--- src/logic/fps_pkg.sv ---
// Package for the fan PWM fault supervisor: timing counts, states, carriers.
// Assumes a 10 MHz clock; the supervisor synchronises the comparator levels itself.
`default_nettype none
package fps_pkg;
  localparam int unsigned CLK_HZ = 10_000_000;
  // Fast PWM rate keeps the 32-cycle windows short in simulation
  localparam int unsigned PWM_HZ = 50_000;
  // Clocks per PWM cycle and ramp width
  localparam int unsigned PWM_CYCLE_CLKS = CLK_HZ / PWM_HZ;
  localparam int unsigned RAMP_W = 8;
  localparam int unsigned DUTY_W = 8;
  localparam logic [DUTY_W-1:0] DUTY_FULL = 8'hFF;
  localparam int unsigned CNT_W = 6;
  localparam logic [CNT_W-1:0] STARTUP_CYCLES = 6'h20;
  localparam logic [CNT_W-1:0] MISSING_CYCLES = 6'h20;
  localparam logic [CNT_W-1:0] DIAG_CYCLES = 6'h03;
  // Blanking after drive turn-on, in clocks
  localparam int unsigned BLANK_CLKS = 16;
  localparam int unsigned BLANK_W = 5;

  typedef enum logic [2:0] {
    FPS_OFF = 3'h0,
    FPS_START1 = 3'h1,
    FPS_START2 = 3'h2,
    FPS_RUN = 3'h3,
    FPS_DIAG = 3'h4,
    FPS_RESTART = 3'h5,
    FPS_FAULT = 3'h6
  } fps_state_t;

  // Comparator results of the control level
  typedef struct packed {
    logic above_shutdown;
    logic above_autooff;
    logic above_autooff_hyst;
    logic above_overtemp;
  } fps_levels_t;
endpackage
`default_nettype wire

--- src/logic/fps_ramp.sv ---
// PWM time base: free-running ramp and end-of-cycle tick.
// Assumes one clock domain and a synchronous reset-released design.
`default_nettype none
module fps_ramp
(
  // Clock and reset
  input wire logic i_clk,
  input wire logic i_nrst,
  // Time base
  output logic [fps_pkg::RAMP_W-1:0] o_ramp,
  output logic o_tick
);
  import fps_pkg::*;

  localparam logic [RAMP_W-1:0] RAMP_LAST = RAMP_W'(PWM_CYCLE_CLKS - 1);

  always_ff @(posedge i_clk or negedge i_nrst)
  begin
    if (!i_nrst)
    begin
      o_ramp <= '0;
      o_tick <= 1'b0;
    end
    else
    begin
      o_tick <= (o_ramp == RAMP_LAST);
      o_ramp <= (o_ramp == RAMP_LAST) ? '0 : o_ramp + 1'b1;
    end
  end
endmodule // fps_ramp
`default_nettype wire

--- src/logic/fps_supervisor.sv ---
// Fan PWM fault supervisor: start-up, normal loop, missing-pulse escalation.
// Assumes comparator levels and the commutation pulse come from pins.
`default_nettype none
module fps_supervisor
(
  // Clock and reset
  input wire logic i_clk,
  input wire logic i_nrst,
  // Comparator levels and duty from the control level
  input wire fps_pkg::fps_levels_t i_levels,
  input wire logic [fps_pkg::DUTY_W-1:0] i_duty,
  // Commutation sense pulse
  input wire logic i_sense,
  // Fan drive and active-low alarm
  output logic o_fan_drive_out,
  output logic o_alarm_n,
  output fps_pkg::fps_state_t o_state
);
  import fps_pkg::*;

  typedef struct packed {
    fps_levels_t lv_m;
    fps_levels_t lv;
    logic [DUTY_W-1:0] duty_m;
    logic [DUTY_W-1:0] duty_s;
    logic [2:0] sense_sync;
    fps_state_t state;
    logic [CNT_W-1:0] cnt;
    logic [DUTY_W-1:0] duty;
    logic [BLANK_W-1:0] blank;
    logic pulse_seen;
    logic drive;
    logic alarm_n;
  } fps_regs_t;

  fps_regs_t r;
  fps_regs_t next_r;
  logic [1:0] rst_sync;
  logic nrst_int;
  logic [RAMP_W-1:0] ramp;
  logic tick;

  // Window counter wrap
  function automatic logic expired(input logic [CNT_W-1:0] c, input logic [CNT_W-1:0] lim);
    expired = (c + 1'b1) >= lim;
  endfunction

  // Ramp position scaled to duty width
  function automatic logic [DUTY_W-1:0] ramp_pos(input logic [RAMP_W-1:0] rp);
    logic [RAMP_W+DUTY_W-1:0] prod;
    prod = (RAMP_W+DUTY_W)'(rp) * (RAMP_W+DUTY_W)'(256);
    ramp_pos = DUTY_W'(prod / (RAMP_W+DUTY_W)'(PWM_CYCLE_CLKS));
  endfunction

  always_ff @(posedge i_clk or negedge i_nrst)
  begin
    if (!i_nrst)
      rst_sync <= 2'h0;
    else
      rst_sync <= {rst_sync[0], 1'b1};
  end
  assign nrst_int = rst_sync[1];

  fps_ramp u_ramp
  (
    .i_clk(i_clk),
    .i_nrst(nrst_int),
    .o_ramp(ramp),
    .o_tick(tick)
  );

  logic sense_rise;
  logic drive_want;
  logic shutdown;
  logic autooff;
  logic pulse;

  always_comb
  begin
    next_r = r;
    next_r.lv_m = i_levels;
    next_r.lv = r.lv_m;
    next_r.duty_m = i_duty;
    next_r.duty_s = r.duty_m;
    next_r.sense_sync = {r.sense_sync[1:0], i_sense};
    sense_rise = r.sense_sync[1] & ~r.sense_sync[2];
    shutdown = ~r.lv.above_shutdown;
    autooff = ~r.lv.above_autooff;
    drive_want = 1'b0;
    // Blank sense edges right after drive turn-on
    pulse = sense_rise & (r.blank == '0);
    if (r.blank != '0)
      next_r.blank = r.blank - 1'b1;
    if (pulse)
      next_r.pulse_seen = 1'b1;
    if (tick)
      next_r.duty = r.duty_s;
    unique case (r.state)
      FPS_OFF:
      begin
        next_r.cnt = '0;
        next_r.pulse_seen = 1'b0;
        if (!shutdown && r.lv.above_autooff_hyst && tick)
          next_r.state = FPS_START1;
      end
      FPS_START1, FPS_START2, FPS_RESTART:
      begin
        drive_want = 1'b1;
        if (pulse)
        begin
          next_r.state = FPS_RUN;
          next_r.cnt = '0;
          next_r.pulse_seen = 1'b0;
        end
        else if (tick)
        begin
          next_r.cnt = r.cnt + 1'b1;
          if (expired(r.cnt, STARTUP_CYCLES))
          begin
            next_r.cnt = '0;
            next_r.state = (r.state == FPS_START1) ? FPS_START2 : FPS_FAULT;
          end
        end
      end
      FPS_RUN:
      begin
        drive_want = ramp_pos(ramp) < r.duty;
        if (tick)
        begin
          if (r.pulse_seen || pulse)
            next_r.cnt = '0;
          else if (expired(r.cnt, MISSING_CYCLES))
          begin
            next_r.cnt = '0;
            next_r.state = FPS_DIAG;
          end
          else
            next_r.cnt = r.cnt + 1'b1;
          next_r.pulse_seen = 1'b0;
        end
      end
      FPS_DIAG:
      begin
        drive_want = 1'b1;
        if (pulse)
        begin
          next_r.state = FPS_RUN;
          next_r.cnt = '0;
          next_r.pulse_seen = 1'b0;
        end
        else if (tick)
        begin
          next_r.cnt = r.cnt + 1'b1;
          if (expired(r.cnt, DIAG_CYCLES))
          begin
            next_r.cnt = '0;
            next_r.state = FPS_RESTART;
          end
        end
      end
      FPS_FAULT:
      begin
        next_r.cnt = '0;
      end
      default:
        next_r.state = FPS_OFF;
    endcase
    // Shutdown resets state, count and pulse flag; auto-off idles unless in fault
    if (shutdown)
    begin
      next_r.state = FPS_OFF;
      next_r.cnt = '0;
      next_r.pulse_seen = 1'b0;
      drive_want = 1'b0;
    end
    else if (autooff && r.state != FPS_FAULT)
    begin
      next_r.state = FPS_OFF;
      drive_want = 1'b0;
    end
    if (r.state == FPS_FAULT && !shutdown)
      drive_want = 1'b0;
    next_r.drive = drive_want;
    if (drive_want && !r.drive)
      next_r.blank = BLANK_W'(BLANK_CLKS - 1);
    if (r.state == FPS_FAULT && !shutdown)
      next_r.alarm_n = 1'b0;
    else if (shutdown || autooff || r.state == FPS_OFF)
      next_r.alarm_n = 1'b1;
    else
      next_r.alarm_n = ~r.lv.above_overtemp;
  end

  always_ff @(posedge i_clk or negedge nrst_int)
  begin
    if (!nrst_int)
    begin
      r.lv_m <= '0;
      r.lv <= '0;
      r.duty_m <= '0;
      r.duty_s <= '0;
      r.sense_sync <= '0;
      r.state <= FPS_OFF;
      r.cnt <= '0;
      r.duty <= '0;
      r.blank <= '0;
      r.pulse_seen <= 1'b0;
      r.drive <= 1'b0;
      r.alarm_n <= 1'b1;
    end
    else
    begin
      r.lv_m <= next_r.lv_m;
      r.lv <= next_r.lv;
      r.duty_m <= next_r.duty_m;
      r.duty_s <= next_r.duty_s;
      r.sense_sync <= next_r.sense_sync;
      r.state <= next_r.state;
      r.cnt <= next_r.cnt;
      r.duty <= next_r.duty;
      r.blank <= next_r.blank;
      r.pulse_seen <= next_r.pulse_seen;
      r.drive <= next_r.drive;
      r.alarm_n <= next_r.alarm_n;
    end
  end

  assign o_fan_drive_out = r.drive;
  assign o_alarm_n = r.alarm_n;
  assign o_state = r.state;

  a_fault_latch: assert property (@(posedge i_clk) disable iff (!nrst_int)
    r.state == FPS_FAULT && r.lv.above_shutdown |=> r.state == FPS_FAULT)
    else $error("fault latch left without shutdown");
  a_fault_outs: assert property (@(posedge i_clk) disable iff (!nrst_int)
    r.state == FPS_FAULT && r.lv.above_shutdown |=> !o_fan_drive_out && !o_alarm_n)
    else $error("fault outputs wrong");
  a_diag_drive: assert property (@(posedge i_clk) disable iff (!nrst_int)
    r.state == FPS_DIAG && r.lv.above_autooff && r.lv.above_shutdown |=> o_fan_drive_out)
    else $error("drive off in diagnostic window");
  a_start_drive: assert property (@(posedge i_clk) disable iff (!nrst_int)
    r.state == FPS_START1 && r.lv.above_autooff && r.lv.above_shutdown |=> o_fan_drive_out)
    else $error("drive off in start-up");
  a_off_quiet: assert property (@(posedge i_clk) disable iff (!nrst_int)
    !r.lv.above_autooff && r.state != FPS_FAULT |=> !o_fan_drive_out && o_alarm_n)
    else $error("auto-off not quiet");
  a_shdn_reset: assert property (@(posedge i_clk) disable iff (!nrst_int)
    !r.lv.above_shutdown |=> r.state == FPS_OFF && r.cnt == '0)
    else $error("shutdown did not reset");
  a_pulse_run: assert property (@(posedge i_clk) disable iff (!nrst_int)
    pulse && r.lv.above_shutdown && r.lv.above_autooff
      && (r.state == FPS_DIAG || r.state == FPS_RESTART) |=> r.state == FPS_RUN)
    else $error("pulse did not return to loop");
  a_overtemp: assert property (@(posedge i_clk) disable iff (!nrst_int)
    r.state == FPS_RUN && r.lv.above_shutdown && r.lv.above_autooff
      |=> o_alarm_n == !$past(r.lv.above_overtemp))
    else $error("alarm does not follow over-temperature");
  a_diag_len: assert property (@(posedge i_clk) disable iff (!nrst_int)
    r.state == FPS_DIAG |-> r.cnt < DIAG_CYCLES)
    else $error("diagnostic window too long");
  a_blank: assert property (@(posedge i_clk) disable iff (!nrst_int)
    $rose(r.drive) |-> r.blank == BLANK_W'(BLANK_CLKS - 1))
    else $error("blanking not started at drive turn-on");

  c_run: cover property (@(posedge i_clk) r.state == FPS_START1 ##1 r.state == FPS_RUN);
  c_diag: cover property (@(posedge i_clk) r.state == FPS_RUN ##1 r.state == FPS_DIAG);
  c_fault: cover property (@(posedge i_clk) r.state == FPS_RESTART ##1 r.state == FPS_FAULT);
  c_release: cover property (@(posedge i_clk) r.state == FPS_FAULT ##1 r.state == FPS_OFF);
endmodule // fps_supervisor
`default_nettype wire

--- config.mk ---
export PLATFORM = sky130hd
export DESIGN_NAME = fps_supervisor
export DESIGN_NICKNAME = d
export VERILOG_FILES = /design/src/logic/fps_pkg.sv /design/src/logic/fps_ramp.sv /design/src/logic/fps_supervisor.sv
export SDC_FILE = /design/constraint.sdc
export NUM_CORES = 1
export LEC_CHECK = 0
export BUFFER_PORTS_ARGS = -buffer_cell sky130_fd_sc_hd__buf_2
export CORE_MARGIN = 10
export CORE_UTILIZATION = 55
export DETAILED_ROUTE_END_ITERATION = 8
export MAX_ROUTING_LAYER = met4
export PLACE_DENSITY_LB_ADDON = 0.15
export SLEW_MARGIN = 20
export SYNTH_ARGS = -nofsm -noshare
export SYNTH_HDL_FRONTEND = slang
export SYNTH_SLANG_ARGS = --single-unit
--- constraint.sdc ---
create_clock -name i_clk -period 2 [get_ports i_clk]
set_clock_uncertainty 0.05 [all_clocks]
set_input_delay 0.1 -clock i_clk [delete_from_list [all_inputs] [get_ports i_clk]]
set_output_delay 0.1 -clock i_clk [all_outputs]
set_load 0.01 [all_outputs]
# Word level (Yosys, flattened, before mapping)
# Index checks and enable logic that the tools add are counted.
# word_totals
reg_bits	63
latch_bits	0
ram_bits	0
mem_bits_ro	0
out_inout_bits	5
word_cells	105
mem_count	0
# op_classes
n_addsub	3
mul	0
div	1
n_lt_le_gt_ge	3
eq_ne	21
shifts	0
mux	32
bitwise	6
reduce_logical	18
# op_table
operator	n
$mux 9	7
$pmux 6 s4	1
$mux 3	6
$mux 6	3
$div 16x8->16 const B	1
$pmux 3 s5	1
$ne 4x3->1 const B	3
$ne 4x4->1 const B	3
$mux 5	2
$ne 5x4->1 const B	2
$ne 5x5->1 const B	2
$eq 3x3->1 const B	3
$mux 1	9
$reduce_and 9->1	1
$add 8x1->8 const B	1
$eq 8x8->1 const B	1
$lt 8x8->1	1
$mux 8	1
$add 6x1->6 const B	1
$eq 3x2->1 const B	2
$ge 6x2->1 const B	1
$ge 6x6->1 const B	1
$ne 3x3->1 const B	2
$logic_and 1x1->1	5
other kinds (18)	24

# Logic depth before layout (Yosys ltp)
# Gate-level depths: netlist of run 1.
# depth
word_depth	9
ltp_mapped	46

# By module
# A second synthesis of run 1 with hierarchy kept.
# unflattened
hier_cells	637
area_unflattened_um2	5383.9
# modules_own_cells
mod	instances	cells_per_inst	area_each_um2	seq_area_each_um2
fps_supervisor	1	603	4968.5	1352.5
fps_ramp	1	34	415.4	225.2

# Worst setup path before layout of run 1
# No wires, ideal clock.
# synth_timing
path_kind	flip-flop to flip-flop
from	register u_ramp.o_ramp[0] in the netlist's numbering
to	register r[7] in the netlist's numbering
arrival_ps	8447
required_ps	1830
slack_ps	-6616
path_stages_with_launch	46
n_path_buf	5
cell_sequence	dfrtp_1 clkbuf_1 inv_1 ha_1 nor2b_1 buf_2 o22ai_1 or3b_1 nand2b_1 mux2_2 a31oi_1 a21oi_1 buf_4 a22oi_1 and2_1 clkbuf_1 ha_1 clkbuf_1 [... 10 more ...] and3b_1 a31oi_2 nand3_2 inv_1 ha_1 nand2b_1 o22a_1 a32o_2 nand2_2 ha_1 nor4b_1 o2111ai_1 a31oi_1 o21ai_1 nand3b_1 o2bb2ai_1 a41oi_2 and3_1
# synth_between
elab_chain_cells	8
word_cells_on_any_way	9
cone_classes	div: 1; order compare: 1; mux: 5; reduce/logical: 2
# synth_rtl
element	line	source
start: declaration	fps_ramp.sv:10	output logic [fps_pkg::RAMP_W-1:0] o_ramp,
start signal: assignment	fps_ramp.sv:27	o_ramp <= (o_ramp == RAMP_LAST) ? '0 : o_ramp + 1'b1;
$div 16x8->16 (*)	fps_supervisor.sv:52	ramp_pos = DUTY_W'(prod / (RAMP_W+DUTY_W)'(PWM_CYCLE_CLKS));
$lt 8x8->1 (*)	fps_supervisor.sv:127	drive_want = ramp_pos(ramp) < r.duty;
$pmux 1 s2 (*)	fps_supervisor.sv:98	unique case (r.state)
$mux 1 (*)	fps_supervisor.sv:176	else if (autooff && r.state != FPS_FAULT)
$mux 1 (*)	fps_supervisor.sv:169	if (shutdown)
$mux 1 (*)	fps_supervisor.sv:181	if (r.state == FPS_FAULT && !shutdown)
$logic_and 1x1->1 (*)	fps_supervisor.sv:184	if (drive_want && !r.drive)
$mux 5 / $reduce_bool 2->1 (equally long branches)	n/a	
end: declaration	fps_supervisor.sv:36	fps_regs_t r;
# Every way passes the cells marked *; elsewhere a longest branch is shown, timed or not.
# A chain may end at the register's enable or synchronous reset.

# Worst setup path in the final report of run 1
# layout_timing
from	register u_ramp.o_ramp[1] in the netlist's numbering
to	register r (netlist bit o_fan_drive_out)
# layout_between
elab_chain_cells	6
# layout_rtl
element	line	source
$div 16x8->16	fps_supervisor.sv:52	
$lt 8x8->1	fps_supervisor.sv:127	
$pmux 1 s2	fps_supervisor.sv:98	
$mux 1	fps_supervisor.sv:176	
$mux 1	fps_supervisor.sv:169	
$mux 1	fps_supervisor.sv:181	
via drive_want	fps_supervisor.sv:73	logic drive_want;
# The timed path passes the listed nets, and every way through them passes these cells.

==> metrics.txt, run 1 <==
# TYPE chip_impl_metric gauge
chip_impl_metric{name="yosysTopAreaCellShare",unit=""} 0.321
chip_impl_info{name="layout.cells.most_common",value="sky130_fd_sc_hd__buf_4"} 1
chip_impl_metric{name="timing.final.max_slew_violations",unit=""} 0
chip_impl_info{name="crit_type",value="reg2reg"} 1
chip_impl_metric{name="gp_congestion",unit=""} 0.964
chip_impl_info{name="clock-root-buffer",value="sky130_fd_sc_hd__clkbuf_8"} 1
chip_impl_metric{name="insertion_delay",unit="ns"} 0.38
chip_impl_metric{name="initial_utilization",unit=""} 0.560
chip_impl_metric{name="final.period_utilization",unit=""} 4.56
chip_impl_metric{name="pwr-share-seq",unit=""} 0.381
chip_impl_metric{name="cts.clk_slew.worst_paths",unit="ns"} 0.08
chip_impl_metric{name="vias_per_cell",unit=""} 7.90
chip_impl_metric{name="filler_cell_count",unit=""} 251
chip_impl_metric{name="seq_area_frac_synth",unit=""} 0.326
chip_impl_metric{name="achievable-frequency",unit="MHz"} 110
chip_impl_metric{name="intPower",unit="uW"} 2610
chip_impl_metric{name="rows",unit=""} 34
chip_impl_metric{name="max_slew.worst_pin.slew",unit="ns"} 0.853
chip_impl_metric{name="flop_to_flop_setup_slack",unit="ns"} -7.13
chip_impl_info{name="outcome",value="complete, but fails checks"} 1
chip_impl_metric{name="leakagePower",unit="uW"} 0.00356
chip_impl_metric{name="grt_max_degree",unit=""} 27
chip_impl_metric{name="final_period_minus_worst_setup_slack",unit="ns"} 9.13
chip_impl_metric{name="die_area",unit="sq um"} 12900
chip_impl_metric{name="number_of_nets_in_the_layout",unit=""} 868
chip_impl_metric{name="maxCapViolations",unit=""} 0
chip_impl_metric{name="post-dp-hpwl",unit="microns"} 11500
chip_impl_info{name="synth.top_cells.by_area",value="sky130_fd_sc_hd__dfrtp_1 32%, sky130_fd_sc_hd__nand2_1 5.4%, sky130_fd_sc_hd__ha_1 4.7%"} 1
chip_impl_info{name="synth_top_area_cell",value="sky130_fd_sc_hd__dfrtp_1"} 1
chip_impl_info{name="critPathCaptureType",value="flop"} 1
chip_impl_metric{name="die-height",unit="microns"} 114
chip_impl_metric{name="floorplan.io_pins",unit=""} 20
chip_impl_metric{name="area_delta_synth_final",unit="%"} 65.5
chip_impl_metric{name="tns",unit="ns"} -48.75
chip_impl_metric{name="share_of_layout_cells_above_drive_strength_1",unit=""} 0.507
chip_impl_metric{name="detailed_route_via_count",unit=""} 7496
chip_impl_metric{name="power.density",unit="nW/um^2"} 468
chip_impl_metric{name="setup_slack",unit="ns"} -7.13
chip_impl_metric{name="synthesis.nets",unit=""} 602
chip_impl_metric{name="cts-buffers-inserted",unit=""} 9
chip_impl_metric{name="postSynthAreaPerCell",unit="sq um"} 8.49
chip_impl_metric{name="p_switching",unit="uW"} 1140
chip_impl_info{name="dominantRegCellSynth",value="sky130_fd_sc_hd__dfrtp_1"} 1
chip_impl_metric{name="grt_antenna_before_repair",unit=""} 1
chip_impl_metric{name="placement.io_buffers",unit=""} 19
chip_impl_metric{name="number_of_global_route_vias_before_repair",unit=""} 6633
chip_impl_metric{name="core_footprint",unit="sq um"} 8640
chip_impl_metric{name="hold-worst-slack",unit="ns"} -0.00405
chip_impl_metric{name="synthArstFlopShare",unit=""} 1.00
chip_impl_metric{name="numClockSinks",unit=""} 63
chip_impl_metric{name="synth_cells",unit=""} 569
chip_impl_info{name="mostFrequentLayoutCells",value="243 x sky130_fd_sc_hd__buf_4, 61 x sky130_fd_sc_hd__dfrtp_1, 57 x sky130_fd_sc_hd__nand2_1, 34 x sky130_fd_sc_hd__nor2_1, 29 x sky130_fd_sc_hd__o21ai_0"} 1
chip_impl_metric{name="drt_wl_total",unit="microns"} 30800
chip_impl_metric{name="critical_path_peak_fanout",unit=""} 6
chip_impl_metric{name="vdd_ir_drop_max",unit="uV"} 977
chip_impl_metric{name="firstDrtPassIters",unit=""} 9
chip_impl_info{name="min-delay-path-class",value="in2async"} 1
chip_impl_info{name="tritoncts",value="done"} 1
chip_impl_metric{name="detail_route.wl_per_cell",unit="microns"} 32.5
chip_impl_metric{name="initialDrtViolationCount",unit=""} 1676
chip_impl_metric{name="drc",unit=""} 32
chip_impl_metric{name="grtUsageTotal",unit=""} 0.358
chip_impl_metric{name="grt_overflow",unit=""} 0
chip_impl_metric{name="sw_frac_of_total",unit=""} 0.303
chip_impl_metric{name="dpl_ws",unit="ns"} -5.69
chip_impl_metric{name="yosys_register_bits",unit=""} 63
chip_impl_info{name="worstSetupStartpointType",value="flop"} 1
chip_impl_metric{name="power",unit="uW"} 3750
chip_impl_metric{name="antenna_violating_nets_post_route",unit=""} 0
chip_impl_metric{name="synth_enable_flop_cells",unit=""} 0
chip_impl_metric{name="hold_violations",unit=""} 2
chip_impl_metric{name="arrival",unit="ns"} 9.33
chip_impl_metric{name="peak_per_stage_delay_on_the_critical_path",unit="ns"} 0.41
chip_impl_metric{name="timing.max_slew.rel_slack",unit=""} 0.415
chip_impl_metric{name="power.share.combinational",unit=""} 0.216
chip_impl_metric{name="ctsLongestPathBuffers",unit=""} 2
chip_impl_metric{name="cts_htree_levels",unit=""} 3
chip_impl_info{name="crit_slowest_cell",value="sky130_fd_sc_hd__dfrtp_1"} 1
chip_impl_metric{name="mappedNetlistArea",unit="sq um"} 4830
chip_impl_info{name="violations",value="design-rule violations, negative hold slack, negative setup slack"} 1
chip_impl_metric{name="setup_viol_count_final",unit=""} 18
chip_impl_metric{name="global_route_wire_length_before_repair",unit="microns"} 36000
chip_impl_metric{name="die_width",unit="microns"} 114
chip_impl_metric{name="synth.yosys.warnings",unit=""} 0
chip_impl_metric{name="clock_power_share",unit=""} 0.403
chip_impl_metric{name="cp_data_required_time",unit="ns"} 2.20
chip_impl_metric{name="synthDistinctLibCells",unit=""} 89
chip_impl_metric{name="final_core_utilization",unit=""} 0.926
chip_impl_info{name="rsz_0062_raised_after_global_routing",value="true"} 1
-- per-layer routing --
layer	share of wire	up-vias	wire length [microns]	global-route usage
met3	0.16	445	5090	0.0798
li1	-	2657	-	-
met1	0.30	3339	9310	0.400
met2	0.40	1055	12500	0.549
met5	0	-	0	-
met4	0.13	0	3980	0.272
-- power groups by stage --
stage	clock network, uW	logic, uW	registers (uW)
after global routing	1520	817	1430
final	1510	807	1430
after detailed placement	0	430	1420
after CTS	1390	633	1410
after floorplan	0	214	1420
after global placement	0	394	1410
-- area by class of cell --
cell class	instances	area, sq um	share of cell area
inverters	24	97.6	0.0122
clock buffers	11	151	0.0189
well taps	108	135	0.0169
multi-input cells	452	3740	0.468
diodes	1	2.50	0.000313
repair buffers	285	2190	0.273
flip-flops and latches	63	1580	0.197
clock inverters	5	104	0.0130
-- worst paths after layout --
path | depth (start not counted) | start | to
min in group i_clk | 0 | next_r[35] | r[35]
worst min register to register | 0 | rst_sync[1] | r[19]
worst max-delay path | 44 | u_ramp.o_ramp[1] | o_fan_drive_out
worst max register to register | 44 | u_ramp.o_ramp[1] | o_fan_drive_out
worst min-delay path | 2 | i_nrst | rst_sync[1]
max in group asynchronous | 1 | rst_sync[1] | r[34]
-- synth_stat cells, drive strengths merged, types with 9 or more instances --
cell and instances:
buf 15, o21ai 46, xnor2 14, and2 10
o211ai 9, nand3 16, a31oi 16, a21oi 27
clkbuf 15, inv 24, dfrtp 62, nand2 70
o31ai 9, ha 18, nor3 19, nor2 41
-- logic make-up (layout without fill, tap and decap cells) --
kind of cell,after synthesis,count (layout),synth area share
AND/OR/NAND/NOR,218,218,0.236
AO/OA/AOI/OAI,182,182,0.272
flip-flops,63,63,0.326
buffers and inverters,54,325,0.0520
adder cells (fa/ha/maj),18,18,0.0466
XOR/XNOR,18,18,0.0326
multiplexers,15,15,0.0337
other,1,2,0.000776
-- per-stage QoR --
step	instance area (sq um)	hold slack, ns	cells
6_report	8000	-0.00405	949
5_1_grt	8000	0.0104	949
4_1_cts	7590	0.0180	931
3_5_place_dp	6670	-0.157	871
3_3_place_gp	6670	-0.165	871
2_1_floorplan	5100	-0.246	569
-- flip-flops by register name, summed over array words and instances (netlist names) --
register and count:
next_r 14, o_alarm_n 1, o_fan_drive_out 1, o_state 3, r 33, rst_sync 2, u_ramp.o_ramp 8, u_ramp.o_tick 1
-- worst max-delay path: cells and delay by family (launching register included) --
| kind | cells | cell delay (ns) |
|---|---|---|
| flops | 1 | 0.41 |
| buf+inv | 9 | 1.42 |
| simple gates | 13 | 2.71 |
| compound gates | 16 | 3.42 |
| fa+ha+maj | 5 | 0.83 |
| xor+xnor | 1 | 0.12 |
-- repair_timing --
item,4_1_cts,5_1_grt
setup buffers,30,18
hold buffers,14,0
setup endpoints to repair,16,17
gates resized for setup,63,60
pin swaps,45,37
endpoints found under the hold margin,15,0
(Power assumes the default switching activity.)
==> run 2, diff against run 1 <==
- CORE_UTILIZATION: 55 -> 34
- RECOVER_POWER: not set -> 25
- clock period: 2 -> 8.95 ns (I/O delays scaled with it)
==> metrics.txt, run 2 (synthesis results as in run 1) <==
# TYPE chip_impl_metric gauge
chip_impl_metric{name="clock_power_share",unit=""} 0.482
chip_impl_info{name="rr_startpoint",value="u_ramp.o_ramp[1]"} 1
chip_impl_metric{name="initial_utilization",unit=""} 0.348
chip_impl_info{name="min-delay-path-class",value="in2reg"} 1
chip_impl_metric{name="insertion_delay",unit="ns"} 0.32
chip_impl_metric{name="global_route_wire_length_before_repair",unit="microns"} 21000
chip_impl_metric{name="number_of_antenna_diodes",unit=""} 0
chip_impl_metric{name="antenna_violating_nets_post_route",unit=""} 0
chip_impl_metric{name="cts.clk_slew.worst_paths",unit="ns"} 0.05
chip_impl_metric{name="tns",unit="ns"} 0
chip_impl_info{name="clock-root-buffer",value="sky130_fd_sc_hd__clkbuf_16"} 1
chip_impl_metric{name="reg2reg_depth",unit=""} 40
chip_impl_metric{name="cts-buffers-inserted",unit=""} 9
chip_impl_metric{name="hold-path-cell-count",unit=""} 1
chip_impl_info{name="crit_type",value="reg2reg"} 1
chip_impl_metric{name="grt_max_degree",unit=""} 39
chip_impl_metric{name="leakagePower",unit="uW"} 0.00226
chip_impl_metric{name="ctsLongestPathBuffers",unit=""} 2
chip_impl_metric{name="area_delta_synth_final",unit="%"} 15.1
chip_impl_metric{name="detail_route.wl_per_cell",unit="microns"} 16.2
chip_impl_metric{name="drc",unit=""} 0
chip_impl_metric{name="vdd_ir_drop_max",unit="uV"} 131
chip_impl_metric{name="number_of_nets_in_the_layout",unit=""} 622
chip_impl_metric{name="largest_register_ffs",unit=""} 33
chip_impl_metric{name="peak_per_stage_delay_on_the_critical_path",unit="ns"} 0.45
chip_impl_metric{name="core_footprint",unit="sq um"} 13900
chip_impl_metric{name="die_area",unit="sq um"} 19400
chip_impl_metric{name="numClockSinks",unit=""} 63
chip_impl_metric{name="sw_frac_of_total",unit=""} 0.234
chip_impl_metric{name="p_switching",unit="uW"} 170
chip_impl_metric{name="cts_htree_levels",unit=""} 3
chip_impl_metric{name="rows",unit=""} 43
chip_impl_info{name="reg2reg_to",value="r[7]"} 1
chip_impl_metric{name="flop_to_flop_setup_slack",unit="ns"} 0.62
chip_impl_metric{name="intPower",unit="uW"} 557
chip_impl_metric{name="arrival",unit="ns"} 8.50
chip_impl_info{name="worstSetupStartpointType",value="flop"} 1
chip_impl_metric{name="hold-worst-slack",unit="ns"} 0.176
chip_impl_info{name="tritoncts",value="done"} 1
chip_impl_metric{name="post-dp-hpwl",unit="microns"} 9240
chip_impl_info{name="registers.top_by_ff_count",value="r"} 1
chip_impl_metric{name="final_core_utilization",unit=""} 0.401
chip_impl_info{name="critPathMostFrequentCell",value="sky130_fd_sc_hd__ha_1"} 1
chip_impl_metric{name="multi_input_comb_area",unit="sq um"} 3110
chip_impl_metric{name="power.density",unit="nW/um^2"} 131
chip_impl_metric{name="grtUsageTotal",unit=""} 0.128
chip_impl_metric{name="layout.area.seq",unit="sq um"} 1580
chip_impl_metric{name="achievable-frequency",unit="MHz"} 120
chip_impl_metric{name="timing.max_slew.rel_slack",unit=""} 0.346
chip_impl_metric{name="die_width",unit="microns"} 139
chip_impl_metric{name="instances_no_fill",unit=""} 774
chip_impl_info{name="hp-start",value="i_duty[0]"} 1
chip_impl_metric{name="share_of_layout_cells_above_drive_strength_1",unit=""} 0.187
chip_impl_metric{name="vias_per_cell",unit=""} 5.70
chip_impl_metric{name="final_period_minus_worst_setup_slack",unit="ns"} 8.33
chip_impl_metric{name="filler_cell_count",unit=""} 1406
chip_impl_info{name="critPathCaptureType",value="flop"} 1
chip_impl_metric{name="die-height",unit="microns"} 139
chip_impl_metric{name="gp_congestion",unit=""} 0.902
chip_impl_metric{name="critical_path_peak_fanout",unit=""} 7
chip_impl_info{name="rsz_0062_raised_after_global_routing",value="false"} 1
chip_impl_metric{name="number_of_global_route_vias_before_repair",unit=""} 4211
chip_impl_metric{name="pwr-share-seq",unit=""} 0.434
chip_impl_metric{name="firstDrtPassIters",unit=""} 7
chip_impl_info{name="whs_endpoint",value="next_r[28]"} 1
chip_impl_info{name="crit_slowest_cell",value="sky130_fd_sc_hd__or3_4"} 1
chip_impl_metric{name="initialDrtViolationCount",unit=""} 355
chip_impl_metric{name="cp_data_required_time",unit="ns"} 9.12
chip_impl_metric{name="drt_wl_total",unit="microns"} 12500
chip_impl_metric{name="maxCapViolations",unit=""} 0
chip_impl_metric{name="final.period_utilization",unit=""} 0.931
chip_impl_metric{name="hold_violations",unit=""} 0
chip_impl_metric{name="timing.final.max_slew_violations",unit=""} 0
chip_impl_metric{name="power.share.combinational",unit=""} 0.084
chip_impl_info{name="mostFrequentLayoutCells",value="69 x sky130_fd_sc_hd__nand2_1, 59 x sky130_fd_sc_hd__dfrtp_1, 43 x sky130_fd_sc_hd__o21ai_0, 41 x sky130_fd_sc_hd__nor2_1, 26 x sky130_fd_sc_hd__a21oi_1"} 1
chip_impl_metric{name="dp_cells",unit=""} 753
chip_impl_info{name="outcome",value="completed"} 1
chip_impl_metric{name="grt_antenna_before_repair",unit=""} 0
chip_impl_metric{name="detailed_route_via_count",unit=""} 4412
chip_impl_info{name="layout.cells.most_common",value="sky130_fd_sc_hd__nand2_1"} 1
chip_impl_metric{name="placed_area",unit="sq um"} 5110
chip_impl_metric{name="setup_viol_count_final",unit=""} 0
chip_impl_metric{name="placement.io_buffers",unit=""} 19
chip_impl_metric{name="floorplan.io_pins",unit=""} 20
chip_impl_metric{name="grt_overflow",unit=""} 0
chip_impl_metric{name="layout.cell_area.non_filler",unit="sq um"} 5560
chip_impl_metric{name="max_slew.worst_pin.slew",unit="ns"} 0.981
run 2: worst max-delay path: cells and delay by family, from the launching register on:
| family | cells | cell delay, ns |
|---|---|---|
| AOI/OAI and AO/OA | 19 | 3.85 |
| adders and majority gates | 5 | 1.14 |
| buffers and inverters | 4 | 0.44 |
| DFF | 1 | 0.43 |
| and+or+nand+nor | 12 | 2.26 |
run 2: area by class of cell:
class | count | area share
inverter | 24 | 0.0162
clock buffer | 11 | 0.0454
clock inverter | 5 | 0.0101
sequential | 63 | 0.284
multi-input combinational | 452 | 0.559
timing repair buffer | 39 | 0.0441
tap | 180 | 0.0405
run 2: metrics by stage:
stage | power [uW] | worst slack [ns]
final | 727 | 0.617
after global routing | 768 | 0.0137
after CTS | 740 | 0.192
after detailed placement | 382 | 0.281
after global placement | 380 | 0.509
after floorplan | 363 | 0.334
run 2: worst max-delay path by stage:
stage	from	to	slack, ns
2_1_floorplan	u_ramp.o_ramp[0]	r[7]	0.33
3_3_place_gp	u_ramp.o_ramp[1]	r[7]	0.51
3_5_place_dp	u_ramp.o_ramp[1]	r[7]	0.28
4_1_cts	u_ramp.o_ramp[1]	r[7]	0.19
5_1_grt	u_ramp.o_ramp[1]	r[7]	0.01
6_report	u_ramp.o_ramp[1]	r[7]	0.62
run 2: power groups by stage:
stage / Combinational [uW] / Sequential (uW) / Clock [uW]
4_1_cts: 62.0 / 315 / 362
3_3_place_gp: 60.7 / 320 / 0
5_1_grt: 72.0 / 318 / 378
3_5_place_dp: 61.3 / 320 / 0
6_report: 61.3 / 315 / 350
2_1_floorplan: 45.0 / 318 / 0
run 2: repair_timing:
item | CTS | global route
hold endpoints to repair | 2 | 0
hold buffers | 1 | 0
setup endpoints to repair | 0 | 6
resized for setup | 0 | 27
buffers inserted | 0 | 4
run 2: layer usage:
metal  vias to the layer above  part of all wire  GRT usage
met2                       130              0.48      0.205
met4                         0            0.0079     0.0329
met1                      2117              0.48      0.166
met5                         -                 0          -
li1                       2153                 -          -
met3                        12             0.036     0.0180
==> run 3, diff against run 2 <==
- CTS_BUF_LIST: not set -> sky130_fd_sc_hd__clkbuf_4 sky130_fd_sc_hd__clkbuf_8
- RECOVER_POWER: 25 -> not set
==> metrics.txt, run 3 (synthesis results as in run 1) <==
# TYPE chip_impl_metric gauge
chip_impl_metric{name="tns",unit="ns"} 0
chip_impl_metric{name="leakagePower",unit="uW"} 0.00221
chip_impl_metric{name="share_of_layout_cells_above_drive_strength_1",unit=""} 0.190
chip_impl_metric{name="cts-buffers-inserted",unit=""} 9
chip_impl_metric{name="numClockSinks",unit=""} 63
chip_impl_info{name="whs_endpoint",value="next_r[34]"} 1
chip_impl_metric{name="initial_utilization",unit=""} 0.348
chip_impl_metric{name="sw_frac_of_total",unit=""} 0.250
chip_impl_info{name="outcome",value="completed"} 1
chip_impl_metric{name="vias_per_cell",unit=""} 5.68
chip_impl_metric{name="grt_antenna_before_repair",unit=""} 0
chip_impl_metric{name="instances_no_fill",unit=""} 774
chip_impl_metric{name="detailed_route_via_count",unit=""} 4396
chip_impl_metric{name="final.period_utilization",unit=""} 0.931
chip_impl_info{name="critPathCaptureType",value="flop"} 1
chip_impl_metric{name="die_width",unit="microns"} 139
chip_impl_metric{name="arrival",unit="ns"} 8.51
chip_impl_info{name="reg2reg_to",value="r[7]"} 1
chip_impl_metric{name="max_slew.worst_pin.slew",unit="ns"} 0.810
chip_impl_metric{name="firstDrtPassIters",unit=""} 5
chip_impl_metric{name="ctsLongestPathBuffers",unit=""} 2
chip_impl_info{name="clock-root-buffer",value="sky130_fd_sc_hd__clkbuf_8"} 1
chip_impl_metric{name="area_delta_synth_final",unit="%"} 13.0
chip_impl_metric{name="final_period_minus_worst_setup_slack",unit="ns"} 8.33
chip_impl_metric{name="reg2reg_depth",unit=""} 40
chip_impl_metric{name="cp_data_required_time",unit="ns"} 9.13
chip_impl_metric{name="cts.clk_slew.worst_paths",unit="ns"} 0.07
chip_impl_metric{name="number_of_nets_in_the_layout",unit=""} 622
chip_impl_metric{name="dp_cells",unit=""} 753
chip_impl_metric{name="peak_per_stage_delay_on_the_critical_path",unit="ns"} 0.44
chip_impl_metric{name="antenna_violating_nets_post_route",unit=""} 0
chip_impl_metric{name="largest_register_ffs",unit=""} 33
chip_impl_metric{name="cts_htree_levels",unit=""} 3
chip_impl_metric{name="timing.final.max_slew_violations",unit=""} 0
chip_impl_metric{name="floorplan.io_pins",unit=""} 20
chip_impl_metric{name="clock_power_share",unit=""} 0.400
chip_impl_metric{name="die_area",unit="sq um"} 19400
chip_impl_info{name="hp-start",value="i_duty[6]"} 1
chip_impl_metric{name="dpl_ws",unit="ns"} 0.281
chip_impl_info{name="crit_type",value="reg2reg"} 1
chip_impl_metric{name="timing.max_slew.rel_slack",unit=""} 0.459
chip_impl_info{name="min-delay-path-class",value="in2reg"} 1
chip_impl_metric{name="number_of_global_route_vias_before_repair",unit=""} 4216
chip_impl_metric{name="power.share.combinational",unit=""} 0.097
chip_impl_metric{name="number_of_antenna_diodes",unit=""} 0
chip_impl_metric{name="critical_path_peak_fanout",unit=""} 7
chip_impl_info{name="layout.cells.most_common",value="sky130_fd_sc_hd__nand2_1"} 1
chip_impl_metric{name="setup_viol_count_final",unit=""} 0
chip_impl_metric{name="gp_congestion",unit=""} 0.902
chip_impl_metric{name="drc",unit=""} 0
chip_impl_metric{name="global_route_wire_length_before_repair",unit="microns"} 21000
chip_impl_metric{name="post-dp-hpwl",unit="microns"} 9240
chip_impl_info{name="worstSetupStartpointType",value="flop"} 1
chip_impl_metric{name="core_footprint",unit="sq um"} 13900
chip_impl_metric{name="detail_route.wl_per_cell",unit="microns"} 16.2
chip_impl_info{name="mostFrequentLayoutCells",value="69 x sky130_fd_sc_hd__nand2_1, 58 x sky130_fd_sc_hd__dfrtp_1, 43 x sky130_fd_sc_hd__o21ai_0, 41 x sky130_fd_sc_hd__nor2_1, 27 x sky130_fd_sc_hd__a21oi_1"} 1
chip_impl_metric{name="grt_max_degree",unit=""} 39
chip_impl_metric{name="maxCapViolations",unit=""} 0
chip_impl_metric{name="flop_to_flop_setup_slack",unit="ns"} 0.62
chip_impl_metric{name="die-height",unit="microns"} 139
chip_impl_metric{name="multi_input_comb_area",unit="sq um"} 3110
chip_impl_info{name="critPathMostFrequentCell",value="sky130_fd_sc_hd__ha_1"} 1
chip_impl_metric{name="intPower",unit="uW"} 470
chip_impl_info{name="tritoncts",value="done"} 1
chip_impl_metric{name="rows",unit=""} 43
chip_impl_metric{name="hold-path-cell-count",unit=""} 1
chip_impl_metric{name="setup_slack",unit="ns"} 0.617
chip_impl_metric{name="grtUsageTotal",unit=""} 0.128
chip_impl_metric{name="placement.io_buffers",unit=""} 19
chip_impl_metric{name="p_switching",unit="uW"} 156
chip_impl_metric{name="drt_wl_total",unit="microns"} 12600
chip_impl_info{name="registers.top_by_ff_count",value="r"} 1
chip_impl_metric{name="power.density",unit="nW/um^2"} 115
chip_impl_metric{name="initialDrtViolationCount",unit=""} 397
chip_impl_metric{name="filler_cell_count",unit=""} 1414
chip_impl_metric{name="insertion_delay",unit="ns"} 0.33
chip_impl_metric{name="power",unit="uW"} 626
chip_impl_metric{name="layout.area.seq",unit="sq um"} 1580
chip_impl_info{name="crit_slowest_cell",value="sky130_fd_sc_hd__or3_4"} 1
chip_impl_metric{name="vdd_ir_drop_max",unit="uV"} 130
chip_impl_metric{name="pwr-share-seq",unit=""} 0.503
chip_impl_info{name="rr_startpoint",value="u_ramp.o_ramp[1]"} 1
chip_impl_metric{name="grt_overflow",unit=""} 0
chip_impl_metric{name="hold_violations",unit=""} 0
chip_impl_metric{name="achievable-frequency",unit="MHz"} 120
==> run 3: cell count changes in the layout (fill, tap and decap cells not counted), moves of 2 or more <==
cell                        before  now
sky130_fd_sc_hd__buf_2          17   19
sky130_fd_sc_hd__clkbuf_1        2    0
sky130_fd_sc_hd__clkbuf_16       9    0
sky130_fd_sc_hd__clkbuf_8        2   11
==> run 3: repair_timing <==
action                     4_1_cts  5_1_grt
buffers inserted                 0        4
setup endpoints to repair        0        6
hold buffers                     1        0
gates resized for setup          0       26
hold endpoints to repair         2        0
==> run 3: how the worst max path moves through the flow <==
stage,from,endpoint,depth (start not counted)
after floorplan,u_ramp.o_ramp[0],r[7],45
after global placement,u_ramp.o_ramp[1],r[7],40
after detailed placement,u_ramp.o_ramp[1],r[7],40
after CTS,u_ramp.o_ramp[1],r[7],40
after global routing,u_ramp.o_ramp[5],r[7],38
final,u_ramp.o_ramp[1],r[7],40
==> run 3: worst max-delay path, delay by kind of cell (launching register included) <==
kind | cells | cell delay (ns)
adder cells (fa/ha/maj) | 5 | 1.14
AND/OR/NAND/NOR | 12 | 2.26
flip-flops | 1 | 0.42
AO/OA/AOI/OAI | 19 | 3.87
buffers and inverters | 4 | 0.43
==> run 3: cell type report <==
class                           instances  share of cell area
Clock inverter                          5              0.0103
Clock buffer                           11              0.0277
Tap cell                              180              0.0412
Multi-Input combinational cell        452               0.569
Timing Repair Buffer                   39              0.0454
Sequential cell                        63               0.290
Inverter                               24              0.0165
==> run 3: per-stage QoR <==
step	utilization	hold WS [ns]	cell area, sq um
finish	0.394	0.165	5460
global route	0.394	0.137	5460
CTS	0.384	0.137	5330
detailed placement	0.368	0.184	5110
global placement	0.368	0.182	5110
floorplan	-	0.102	4830
==> run 3: per-layer routing <==
layer	global-route usage	vias to the layer above	share of wire
met3	0.0170	10	0.035
met1	0.168	2117	0.48
met5	-	-	0
met2	0.204	114	0.48
met4	0.0297	0	0.0059
li1	-	2155	-
==> run 3: power groups by stage <==
stage               clock network (uW)  registers, uW  logic [uW]
floorplan                            0            318        45.0
global placement                     0            320        60.7
detailed placement                   0            320        61.3
CTS                                266            315        62.0
global route                       280            317        72.1
finish                             251            315        60.7
